### config.mk
export PLATFORM = sky130hd
export DESIGN_NAME = sspc_ctrl
export DESIGN_NICKNAME = d
export VERILOG_FILES = /design/src/design/sspc_pkg.sv /design/src/design/sspc_ctrl.sv
export SDC_FILE = /design/constraint.sdc
export NUM_CORES = 1
export LEC_CHECK = 0
export BUFFER_PORTS_ARGS = -buffer_cell sky130_fd_sc_hd__buf_2
export CORE_ASPECT_RATIO = 1.4
export CORE_MARGIN = 2
export CORE_UTILIZATION = 50
export DETAILED_ROUTE_END_ITERATION = 6
export MAX_ROUTING_LAYER = met4
export PLACE_DENSITY = 0.67
export SYNTH_ARGS = -nofsm -noshare
export SYNTH_HDL_FRONTEND = slang
export SYNTH_SLANG_ARGS = --single-unit
### constraint.sdc
create_clock -name clock -period 6.4 [get_ports clock]
set_input_delay 0.32 -clock clock [delete_from_list [all_inputs] [get_ports clock]]
set_output_delay 0.32 -clock clock [all_outputs]
set_load 0.02 [all_outputs]
### src/design/sspc_pkg.sv
package sspc_pkg;

  localparam int DEPTH = 8;
  localparam logic [3:0] FULL_CNT = 4'h8;
  localparam logic [3:0] TX_SVC_LVL = 4'h4;
  localparam logic [3:0] RX_SVC_LVL = 4'h4;
  localparam logic [1:0] FMT_SPI = 2'h0;
  localparam logic [1:0] FMT_PULSE = 2'h1;
  localparam logic [1:0] FMT_CMD = 2'h2;
  localparam logic [3:0] MIN_SIZE = 4'h3;
  localparam logic [4:0] CMD_RX_START = 5'h09;
  localparam logic [4:0] PULSE_RX_START = 5'h01;
  localparam logic [15:0] WORD_RST = 16'h0000;
  localparam int CLK_PERIOD_NS = 100;
  localparam int TIMEOUT_NS = 3200;
  localparam logic [5:0] TIMEOUT_CYC = 6'((TIMEOUT_NS + CLK_PERIOD_NS - 1) / CLK_PERIOD_NS);
  localparam int IRQ_TO = 2;
  localparam int IRQ_OVR = 3;

  typedef enum logic [1:0] {ST_IDLE, ST_RUN, ST_TAIL} sspc_state_e;
endpackage

### src/design/sspc_ctrl.sv
`timescale 1ns/1ps
module sspc_ctrl (
  // clock and reset
  input wire logic clock,
  input wire logic rstn,
  // configuration
  input wire logic enable,
  input wire logic master_mode,
  input wire logic loopback,
  input wire logic [1:0] frame_format,
  input wire logic [3:0] data_size,
  input wire logic idle_clock_polarity,
  input wire logic capture_phase_select,
  input wire logic [7:0] prescale_divisor,
  input wire logic [7:0] clock_rate_field,
  input wire logic [3:0] interrupt_mask_register,
  input wire logic clear_timeout,
  input wire logic clear_overrun,
  // transmit words from the cpu
  input wire logic wr_valid,
  input wire logic [15:0] wr_data,
  output logic wr_ready,
  // receive words to the cpu
  output logic rd_valid,
  output logic [15:0] rd_data,
  input wire logic rd_ready,
  // status
  output logic [3:0] raw_interrupt_status,
  output logic [3:0] masked_interrupt_status,
  output logic irq,
  output logic busy,
  // serial pins
  input wire logic serial_bit_clock_in,
  output logic serial_bit_clock_out,
  output logic serial_bit_clock_oe,
  input wire logic frame_select_line_in,
  output logic frame_select_line_out,
  output logic frame_select_line_oe,
  input wire logic serial_in_line,
  output logic serial_out_line,
  output logic serial_out_oe
);

  // buffer occupancy update
  function automatic logic [3:0] cnt_next(input logic [3:0] c, input logic inc, input logic dec);
    return 4'(c + {3'h0, inc} - {3'h0, dec});
  endfunction

  sspc_pkg::sspc_state_e state;
  logic [15:0] tx_mem [sspc_pkg::DEPTH];
  logic [15:0] rx_mem [sspc_pkg::DEPTH];
  logic [2:0] tx_wp, tx_rp, rx_wp, rx_rp;
  logic [3:0] tx_cnt, rx_cnt;
  logic [15:0] ob1;
  logic [1:0] ob_cnt;
  logic [7:0] pre_cnt, rate_cnt;
  logic [15:0] shreg, rxsh;
  logic [4:0] bidx;
  logic [1:0] tail_cnt;
  logic s_prev, f_prev, rto, rovr;
  logic [5:0] to_cnt;

  // format decode
  wire [3:0] size = (data_size < sspc_pkg::MIN_SIZE) ? sspc_pkg::MIN_SIZE : data_size;
  wire pulse = frame_format == sspc_pkg::FMT_PULSE;
  wire cmd = (frame_format == sspc_pkg::FMT_CMD) & master_mode;
  wire spi = ~pulse & ~cmd;
  wire cpol = (frame_format == sspc_pkg::FMT_SPI) & idle_clock_polarity;
  wire cpha = pulse | ((frame_format == sspc_pkg::FMT_SPI) & capture_phase_select);
  wire [4:0] rx_start = cmd ? sspc_pkg::CMD_RX_START : pulse ? sspc_pkg::PULSE_RX_START : 5'h00;
  wire [4:0] last_idx = rx_start + {1'b0, size};

  // bit clock divider and edge events
  wire idle = state == sspc_pkg::ST_IDLE;
  wire pre_done = (pre_cnt + 8'h01) >= {1'b0, prescale_divisor[7:1]};
  wire half_tick = pre_done & (rate_cnt == clock_rate_field);
  wire m_toggle = master_mode & half_tick & ((state == sspc_pkg::ST_RUN) | (serial_bit_clock_out != cpol));
  wire s_edge = ~master_mode & (serial_bit_clock_in != s_prev);
  wire clk_was = master_mode ? serial_bit_clock_out : s_prev;
  wire edge_ev = (state == sspc_pkg::ST_RUN) & (master_mode ? half_tick : s_edge);
  wire lead = edge_ev & (clk_was == cpol);
  wire trail = edge_ev & (clk_was != cpol);
  wire samp = cpha ? trail : lead;
  wire shft = (cpha ? lead : trail) & ~(pulse & (bidx == 5'h00));
  wire rx_bit = loopback ? serial_out_line : serial_in_line;
  wire done = samp & (bidx == last_idx);
  wire [15:0] rx_word = {rxsh[14:0], rx_bit} & (16'hffff >> (4'hf - size));

  // frame start, chaining and word load
  wire m_start = master_mode & enable & idle & (tx_cnt != 4'h0);
  wire s_fss = pulse ? (frame_select_line_in & ~f_prev) : (~frame_select_line_in & f_prev);
  wire s_start = ~master_mode & enable & idle & s_fss;
  wire tail_end = (state == sspc_pkg::ST_TAIL) & half_tick & (tail_cnt == 2'h1);
  wire m_chain = tail_end & spi & cpha & (tx_cnt != 4'h0);
  wire s_chain = ~master_mode & done & spi & cpha & ~frame_select_line_in;
  wire s_abort = ~master_mode & (state == sspc_pkg::ST_RUN) & spi & frame_select_line_in;
  wire ld = m_start | s_start | m_chain | s_chain;
  wire [15:0] ld_word = tx_mem[tx_rp];
  wire [15:0] ld_al = cmd ? {ld_word[7:0], 8'h00} : 16'(ld_word << (4'hf - size));
  wire ld_msb = ld_al[15];

  // buffer handshakes
  wire tx_push = wr_valid & wr_ready;
  wire tx_pop = ld & (tx_cnt != 4'h0);
  wire rx_push = done & (rx_cnt != sspc_pkg::FULL_CNT);
  wire ovr_evt = done & (rx_cnt == sspc_pkg::FULL_CNT);
  wire take = rd_valid & rd_ready;
  wire rx_pop = (rx_cnt != 4'h0) & ((ob_cnt != 2'h2) | take);
  wire [1:0] ob_wi = ob_cnt - 2'(take);
  wire rx_has = (rx_cnt != 4'h0) | rd_valid;
  wire to_evt = rx_has & ~edge_ev & (to_cnt == sspc_pkg::TIMEOUT_CYC - 6'h01);

  // ports and status
  assign wr_ready = tx_cnt != sspc_pkg::FULL_CNT;
  assign rd_valid = ob_cnt != 2'h0;
  assign busy = ~idle | (tx_cnt != 4'h0);
  assign raw_interrupt_status = {rovr, rto, rx_cnt >= sspc_pkg::RX_SVC_LVL, tx_cnt <= sspc_pkg::TX_SVC_LVL};
  assign masked_interrupt_status = raw_interrupt_status & interrupt_mask_register;
  assign irq = |masked_interrupt_status;
  assign serial_bit_clock_oe = master_mode & enable;
  assign frame_select_line_oe = master_mode & enable;
  assign frame_select_line_out = pulse ? ((state == sspc_pkg::ST_RUN) & (bidx == 5'h00)) : idle;
  assign serial_out_oe = ~idle;

  // transmit buffer; slots keep old words for empty slave reads
  always_ff @(posedge clock or negedge rstn) begin
    if (!rstn) begin
      for (int i = 0; i < sspc_pkg::DEPTH; i++) tx_mem[i] <= sspc_pkg::WORD_RST;
      tx_wp <= 3'h0;
      tx_rp <= 3'h0;
      tx_cnt <= 4'h0;
    end else begin
      if (tx_push) tx_mem[tx_wp] <= wr_data;
      tx_wp <= tx_wp + 3'(tx_push);
      tx_rp <= tx_rp + 3'(tx_pop);
      tx_cnt <= cnt_next(tx_cnt, tx_push, tx_pop);
    end
  end

  // receive buffer storage
  always_ff @(posedge clock) begin
    if (rx_push) rx_mem[rx_wp] <= rx_word;
  end

  // receive pointers and two-entry output stage
  always_ff @(posedge clock or negedge rstn) begin
    if (!rstn) begin
      rx_wp <= 3'h0;
      rx_rp <= 3'h0;
      rx_cnt <= 4'h0;
      ob_cnt <= 2'h0;
      rd_data <= sspc_pkg::WORD_RST;
      ob1 <= sspc_pkg::WORD_RST;
    end else begin
      rx_wp <= rx_wp + 3'(rx_push);
      rx_rp <= rx_rp + 3'(rx_pop);
      rx_cnt <= cnt_next(rx_cnt, rx_push, rx_pop);
      ob_cnt <= 2'(cnt_next({2'h0, ob_cnt}, rx_pop, take));
      if (take) rd_data <= ob1;
      if (rx_pop && ob_wi == 2'h0) rd_data <= rx_mem[rx_rp];
      if (rx_pop && ob_wi == 2'h1) ob1 <= rx_mem[rx_rp];
    end
  end

  // divider counters and master bit clock
  always_ff @(posedge clock or negedge rstn) begin
    if (!rstn) begin
      pre_cnt <= 8'h00;
      rate_cnt <= 8'h00;
      serial_bit_clock_out <= 1'b0;
      s_prev <= 1'b0;
      f_prev <= 1'b1;
    end else begin
      s_prev <= serial_bit_clock_in;
      f_prev <= frame_select_line_in;
      pre_cnt <= (idle | pre_done) ? 8'h00 : pre_cnt + 8'h01;
      rate_cnt <= (idle | half_tick) ? 8'h00 : rate_cnt + 8'(pre_done);
      if (idle) serial_bit_clock_out <= cpol;
      else if (m_toggle) serial_bit_clock_out <= ~serial_bit_clock_out;
    end
  end

  // frame sequencer
  always_ff @(posedge clock or negedge rstn) begin
    if (!rstn) begin
      state <= sspc_pkg::ST_IDLE;
      tail_cnt <= 2'h0;
      bidx <= 5'h00;
    end else begin
      if (!enable || s_abort) state <= sspc_pkg::ST_IDLE;
      else if (ld) state <= sspc_pkg::ST_RUN;
      else if (done) state <= master_mode ? sspc_pkg::ST_TAIL : sspc_pkg::ST_IDLE;
      else if (tail_end) state <= sspc_pkg::ST_IDLE;
      tail_cnt <= (state != sspc_pkg::ST_TAIL) ? 2'h0 : tail_cnt + 2'(half_tick);
      if (ld) bidx <= 5'h00;
      else if (samp) bidx <= bidx + 5'h01;
    end
  end

  // transmit and receive shifters
  always_ff @(posedge clock or negedge rstn) begin
    if (!rstn) begin
      shreg <= sspc_pkg::WORD_RST;
      rxsh <= sspc_pkg::WORD_RST;
      serial_out_line <= 1'b0;
    end else begin
      if (ld) begin
        shreg <= cpha ? ld_al : {ld_al[14:0], 1'b0};
        serial_out_line <= cpha ? 1'b0 : ld_msb;
      end else if (shft) begin
        shreg <= {shreg[14:0], 1'b0};
        serial_out_line <= shreg[15];
      end else if (idle) begin
        serial_out_line <= 1'b0;
      end
      if (ld) rxsh <= sspc_pkg::WORD_RST;
      else if (samp && bidx >= rx_start) rxsh <= {rxsh[14:0], rx_bit};
    end
  end

  // timeout counter and sticky flags, set wins over clear
  always_ff @(posedge clock or negedge rstn) begin
    if (!rstn) begin
      to_cnt <= 6'h00;
      rto <= 1'b0;
      rovr <= 1'b0;
    end else begin
      to_cnt <= (~rx_has | edge_ev | to_evt) ? 6'h00 : to_cnt + 6'h01;
      rto <= to_evt | (rto & ~clear_timeout);
      rovr <= ovr_evt | (rovr & ~clear_overrun);
    end
  end
endmodule

; Word level (Yosys, flattened, before mapping)
; Memory sizes are Yosys's and may differ from the RTL's.
; Cells that the tools add are included.
[totals]
memories = 1
mem_bits_rw = 128
register_bits = 250
wordCells = 217
out_inout_bits = 34
inputBits = 56
[classes]
add_sub_neg = 18
order_cmp = 8
n_eq_ne = 18
muxes = 43
shift = 2
n_reduce_logical = 21
bitwise_logic = 75
[mem_list]
columns = name, depth, width, read_ports, rd_clocked_by_memory_dff, write_ports, line_no
row1 = rx_mem, 8, 16, 1, 0, 1, sspc_ctrl.sv:51  ; logic [15:0] rx_mem [sspc_pkg::DEPTH];
[ops]
columns = operator, n
row1 = 2-to-1 mux 16 bit, 9
row2 = bitwise mux 128 bit, 1
row3 = binary-select mux 16 bit (select 3 bit), 1
row4 = demux 16 bit (select 3 bit), 1
row5 = AND 1 bit, 45
row6 = 2-to-1 mux 15 bit, 2
row7 = AND 16 bit, 1
row8 = 2-to-1 mux 1 bit, 16
row9 = 2-to-1 mux 8 bit, 2
row10 = << shifter 16 x 4 -> 16 bit, 1
row11 = "right shift 16 x 4 -> 16 bit, first input constant", 1
row12 = OR 1 bit, 14
row13 = adder 3 x 1 -> 3 bit, 4
row14 = 2-to-1 mux 2 bit, 6
row15 = inverter 1 bit, 12
row16 = nonzero test 2 bit, 6
row17 = nonzero test 4 bit, 3
row18 = 2-to-1 mux 5 bit, 2
row19 = adder 4 x 1 -> 4 bit, 2
row20 = adder 8 x 1 -> 8 bit, 1
row21 = "adder 8 x 1 -> 8 bit, second input constant", 1
row22 = "equality test 2 x 1 -> 1 bit, second input constant", 4
row23 = equality test 8 bit, 1
row24 = ">= comparator 4 bit, second input constant", 2
row25 = other kinds (32), 47

; Logic depth before layout (Yosys ltp)
[depth]
ltp_word = 15
ltp_mapped = 17
mapped_depth_nobuf = 16

; Least setup slack after synthesis
; OpenSTA, ideal clock, no wires.
[synth_path]
kind = input -> register
startpoint = input data_size[1]
endpoint = memory rx_mem[1][0] (enable)
arrival_time_ps = 4228
setup_time_ps = 409
path_stages = 12
required_time_ps = 5991
path_slack_ps = 1763
n_path_buf = 3
path_cell_list = clkbuf_1 -> o21ba_2 -> clkbuf_1 -> inv_1 -> clkbuf_1 -> ha_1 -> xnor2_1 -> nand2_1 -> or4_1 -> a211oi_1 -> nand3_1 -> nor3_1
[synth_between]
elab_chain_cells = 8
[synth_rtl]
columns = element, line_no
row1 = start: declaration, sspc_ctrl.sv:11  ; input wire logic [3:0] data_size,
row2 = less-than comparator 4 x 2 -> 1 bit, sspc_ctrl.sv:64  ; wire [3:0] size = (data_size < sspc_pkg::MIN_SIZE) ? sspc_pkg::MIN_SIZE : data_size;
row3 = 2-to-1 mux 4 bit *, sspc_ctrl.sv:64
row4 = adder 4 x 4 -> 5 bit *, sspc_ctrl.sv:71  ; wire [4:0] last_idx = rx_start + {1'b0, size};
row5 = equality test 5 bit *, sspc_ctrl.sv:86  ; wire done = samp & (bidx == last_idx);
row6 = AND 1 bit *, sspc_ctrl.sv:86
row7 = AND 1 bit *, sspc_ctrl.sv:105  ; wire rx_push = done & (rx_cnt != sspc_pkg::FULL_CNT);
row8 = 2-to-1 mux 1 bit *, sspc_ctrl.sv:142  ; if (rx_push) rx_mem[rx_wp] <= rx_word;
row9 = 2-to-1 mux 1 bit (implied by the code) *, sspc_ctrl.sv:142
row10 = end: declaration, sspc_ctrl.sv:51
; Mark *: on every way between the ends. The rest lies on a longest branch, timed or not.

; Worst setup path after layout
[layout_path]
startpoint = input data_size[2]
endpoint = register tx_cnt[3]
[layout_between]
elab_chain_cells = 12
[layout_rtl]
columns = element, line_no
row1 = less-than comparator 4 x 2 -> 1 bit, sspc_ctrl.sv:64
row2 = 2-to-1 mux 4 bit *, sspc_ctrl.sv:64
row3 = adder 4 x 4 -> 5 bit *, sspc_ctrl.sv:71
row4 = equality test 5 bit *, sspc_ctrl.sv:86
row5 = AND 1 bit *, sspc_ctrl.sv:86
row6 = AND 1 bit * (4 in a row), sspc_ctrl.sv:95  ; wire s_chain = ~master_mode & done & spi & cpha & ~frame_select_line_in;
row7 = OR 1 bit *, sspc_ctrl.sv:97  ; wire ld = m_start | s_start | m_chain | s_chain;
row8 = AND 1 bit *, sspc_ctrl.sv:104  ; wire tx_pop = ld & (tx_cnt != 4'h0);
row9 = subtractor 4 x 1 -> 4 bit *, sspc_ctrl.sv:46  ; return 4'(c + {3'h0, inc} - {3'h0, dec});
row10 = end signal: assignment, sspc_ctrl.sv:136  ; tx_cnt <= cnt_next(tx_cnt, tx_push, tx_pop);
row11 = end: declaration, sspc_ctrl.sv:53  ; logic [3:0] tx_cnt, rx_cnt;
; Marked as above.
; A chain may end at the register's enable or synchronous reset.

==> results.json <==
{
  "fin_worst_skew_ps": 18.73,
  "cp_data_required_time_ps": 6850,
  "synth_async_sr_flop_share_pct": 66.14,
  "synth.most_common_cell": "sky130_fd_sc_hd__dfrtp_1",
  "setup_viol_count_final": 0,
  "worstPathArrival_ps": 4830,
  "max_cap_viol_count": 0,
  "antenna_violating_nets_post_route": 0,
  "synth-main-ff-cell": "sky130_fd_sc_hd__dfrtp_1",
  "grt_pass1_vias": 11402,
  "final_core_util_pct": 56.64,
  "outcome": "finished clean",
  "synth_top_family_by_area": "multiplexers",
  "worst_hold_path_type": "input port to register",
  "muxShareOfSynthArea_pct": 23.17,
  "drt_wl_total_um": 36900,
  "track_usage_pct": 21.31,
  "dp_worst_setup_slack_ps": 1499,
  "placement_rows": 82,
  "yosysTopAreaCellShare_pct": 34.71,
  "finalNetCount": 1484,
  "area_growth_pct": 12.34,
  "synth_compound_area_share_pct": 5.130,
  "yosysSeqAreaShare_pct": 56.27,
  "tritoncts": "yes",
  "grt_first_pass_wirelength_um": 60880,
  "yosysTopAreaCell": "sky130_fd_sc_hd__dfrtp_1",
  "gp_congestion": 0.9110,
  "final_max_slew_violation_count": 0,
  "syn_area_per_cell_um2": 13.82,
  "path_class": "input port to register",
  "cts-buffers-inserted": 38,
  "wire_per_inst_um": 19.65,
  "hpwl_um": 24550,
  "die_w_um": 164.1,
  "drt-initial-drc-count": 573,
  "die_height_um": 228.2,
  "synth-adder-area-share_pct": 3.151,
  "core_area_um2": 35600,
  "ys.warnings.count": 0,
  "layout_setup_ws_ps": 2029,
  "floorplan.die_area_um2": 37450,
  "worst_slew_pin_slew_ps": 1166,
  "drc_errors": 0,
  "crit_fanout": 33,
  "post_cts_buffers": 0,
  "io-pin-count": 90,
  "clock_insertion_delay_worst_skew_ps": 540,
  "syn_nets": 1399,
  "fill_cells": 2839,
  "post-route-cell-area_um2": 20170,
  "postSynthRegisterBits": 378,
  "dpl_cell_area_um2": 18860,
  "detailed_routing_iterations_pass_1": 5,
  "clk_pin_slew_ps": 60,
  "max_clock_freq_mhz": 228.8,
  "drive_gt1_share_pct": 29.67,
  "synth.distinct_cells": 73,
  "cts.path.max_buffers": 3,
  "antenna_violations_before_repair": 3,
  "final_hold_vio_count": 0,
  "static-leakage-power_uw": 0.008404,
  "maximum_number_of_pins_on_one_net_before_global_route_repair": 153,
  "vdd.ir_drop.worst_uv": 315.1,
  "numClockSinks": 378,
  "synthXorXnorAreaFrac_pct": 2.488,
  "viasPerCell": 5.645,
  "final.setup.tns_ps": 0,
  "clock-root-buffer": "sky130_fd_sc_hd__clkbuf_16",
  "post_layout_instance_count_excluding_filler_cells": 1878,
  "cells_after_synth": 1299,
  "yosys.area_share.simple_pct": 7.075,
  "synth-edff-count": 128,
  "synth.area.top_cells": "sky130_fd_sc_hd__dfrtp_1 (35%), sky130_fd_sc_hd__edfxtp_1 (21%), sky130_fd_sc_hd__mux2_2 (10%), sky130_fd_sc_hd__mux4_2 (8.0%), sky130_fd_sc_hd__mux2i_1 (4.9%)",
  "power_density_nw_per_um2": 445.8,
  "htree_num_levels": 2,
  "critPathLaunchType": "input port",
  "syn_area_um2": 17950,
  "placed_cells": 1801,
  "globalRouteOverflowTotal": 0,
  "finalCritPeriodShare_pct": 68.30,
  "critical_path.endpoint_type": "register",
  "io_buffer_count": 88,
  "period_needed_ps": 4371,
  "initial_util_pct": 50.42,
  "yosys-top-cells-count": "sky130_fd_sc_hd__dfrtp_1 (249), sky130_fd_sc_hd__mux2_2 (164), sky130_fd_sc_hd__edfxtp_1 (128)",
  "grt_setup_unrepaired": "no",
  "route.vias.total": 10601,
  "timing.max_slew.rel_slack_pct": 22.03
}
==> worst paths after layout <==
check,cells after the start,startpoint,endpoint,slack (ps)
setup / recovery,16,data_size[2],tx_cnt[3],2030
hold / removal,3,enable,state[1],80
setup reg to reg,16,pre_cnt[0],tx_cnt[3],2110
hold reg to reg,1,to_cnt[0],to_cnt[0],460
max in group asynchronous,3,rstn,tx_mem[9],4630
min in group asynchronous,2,rstn,ob1[11],430
==> stage by stage <==
step	total power, µW	hold slack, ps
6_report	8989	76.21
5_1_grt	9550	61.11
4_1_cts	9117	55.12
3_5_place_dp	6878	425.5
3_3_place_gp	6762	411.1
2_1_floorplan	6021	24.41
==> power breakdown <==
group,internal [µW],switching [µW],leakage [µW]
Combinational,1640,1550,0.00352
Sequential,3150,453,0.00427
Clock,1290,905,0.000613
Total,6080,2910,0.00840
==> timing repair <==
| action | CTS | global route |
|---|---|---|
| hold buffers | 5 | 0 |
| endpoints found under the hold margin | 101 | 0 |
| gates resized for setup | 0 | 0 |
==> routing by layer <==
| layer | global-route usage, % | up-vias | wire (µm) |
|---|---|---|---|
| met2 | 38.27 | 178 | 20150 |
| met1 | 24.20 | 5388 | 14670 |
| li1 | - | 4977 | - |
| met3 | 3.218 | 58 | 1129 |
| met5 | - | - | 0 |
| met4 | 6.606 | 0 | 945 |
==> cell families (layout without fill, tap and decap cells) <==
logic type / count (synthesis) / count (layout)
compound gates: 130 / 130
xor+xnor: 51 / 51
fa+ha+maj: 44 / 44
buf+inv: 112 / 225
flops: 378 / 378
mux: 315 / 315
other cells: 1 / 5
simple gates: 268 / 268
==> state kept, by name, summed over array words and instances, names as in the netlist, 3 cells and up <==
| signal | cells |
|---|---|
| rx_mem | 128 |
| tx_mem | 128 |
| ob1 | 16 |
| rd_data | 16 |
| shreg | 16 |
| rxsh | 15 |
| pre_cnt | 8 |
| rate_cnt | 8 |
| to_cnt | 6 |
| bidx | 5 |
| rx_cnt | 4 |
| tx_cnt | 4 |
| rx_rp | 3 |
| rx_wp | 3 |
| tx_rp | 3 |
| tx_wp | 3 |
==> cell type report <==
type | count | area [µm²] | area share, %
clock buffer | 52 | 1065 | 5.280
clock inverter | 16 | 178.9 | 0.8873
inverter | 41 | 153.9 | 0.7632
timing repair buffer | 116 | 685.7 | 3.400
tap | 462 | 578.1 | 2.867
sequential | 378 | 10110 | 50.11
antenna | 4 | 10.01 | 0.04964
multi-input combinational | 809 | 7388 | 36.64
==> cell usage in the layout (no fill, tap or decap), types with 39 or more instances in the layout <==
cell type / synthesis / layout
sky130_fd_sc_hd__buf_2: 5 / 87
sky130_fd_sc_hd__clkbuf_16: 0 / 39
sky130_fd_sc_hd__dfrtp_1: 249 / 245
sky130_fd_sc_hd__edfxtp_1: 128 / 128
sky130_fd_sc_hd__ha_1: 42 / 42
sky130_fd_sc_hd__inv_1: 39 / 39
sky130_fd_sc_hd__mux2_2: 164 / 164
sky130_fd_sc_hd__mux2i_1: 87 / 87
sky130_fd_sc_hd__mux4_2: 64 / 64
sky130_fd_sc_hd__nand2_1: 55 / 55
sky130_fd_sc_hd__nor2_1: 102 / 102
==> critical path, cell delays in order <==
cell	delay, ps
sky130_fd_sc_hd__buf_2	490
sky130_fd_sc_hd__o21ba_2	400
sky130_fd_sc_hd__inv_2	190
sky130_fd_sc_hd__ha_1	260
sky130_fd_sc_hd__ha_1	290
sky130_fd_sc_hd__xnor2_1	160
sky130_fd_sc_hd__nand2_1	80
sky130_fd_sc_hd__or4_1	590
sky130_fd_sc_hd__a2111oi_4	630
sky130_fd_sc_hd__or2_1	180
sky130_fd_sc_hd__buf_4	280
sky130_fd_sc_hd__nand3_1	180
sky130_fd_sc_hd__ha_1	300
sky130_fd_sc_hd__a21o_1	150
sky130_fd_sc_hd__a21oi_1	160
sky130_fd_sc_hd__xor2_1	150
Power figures use the tool's default switching activity.
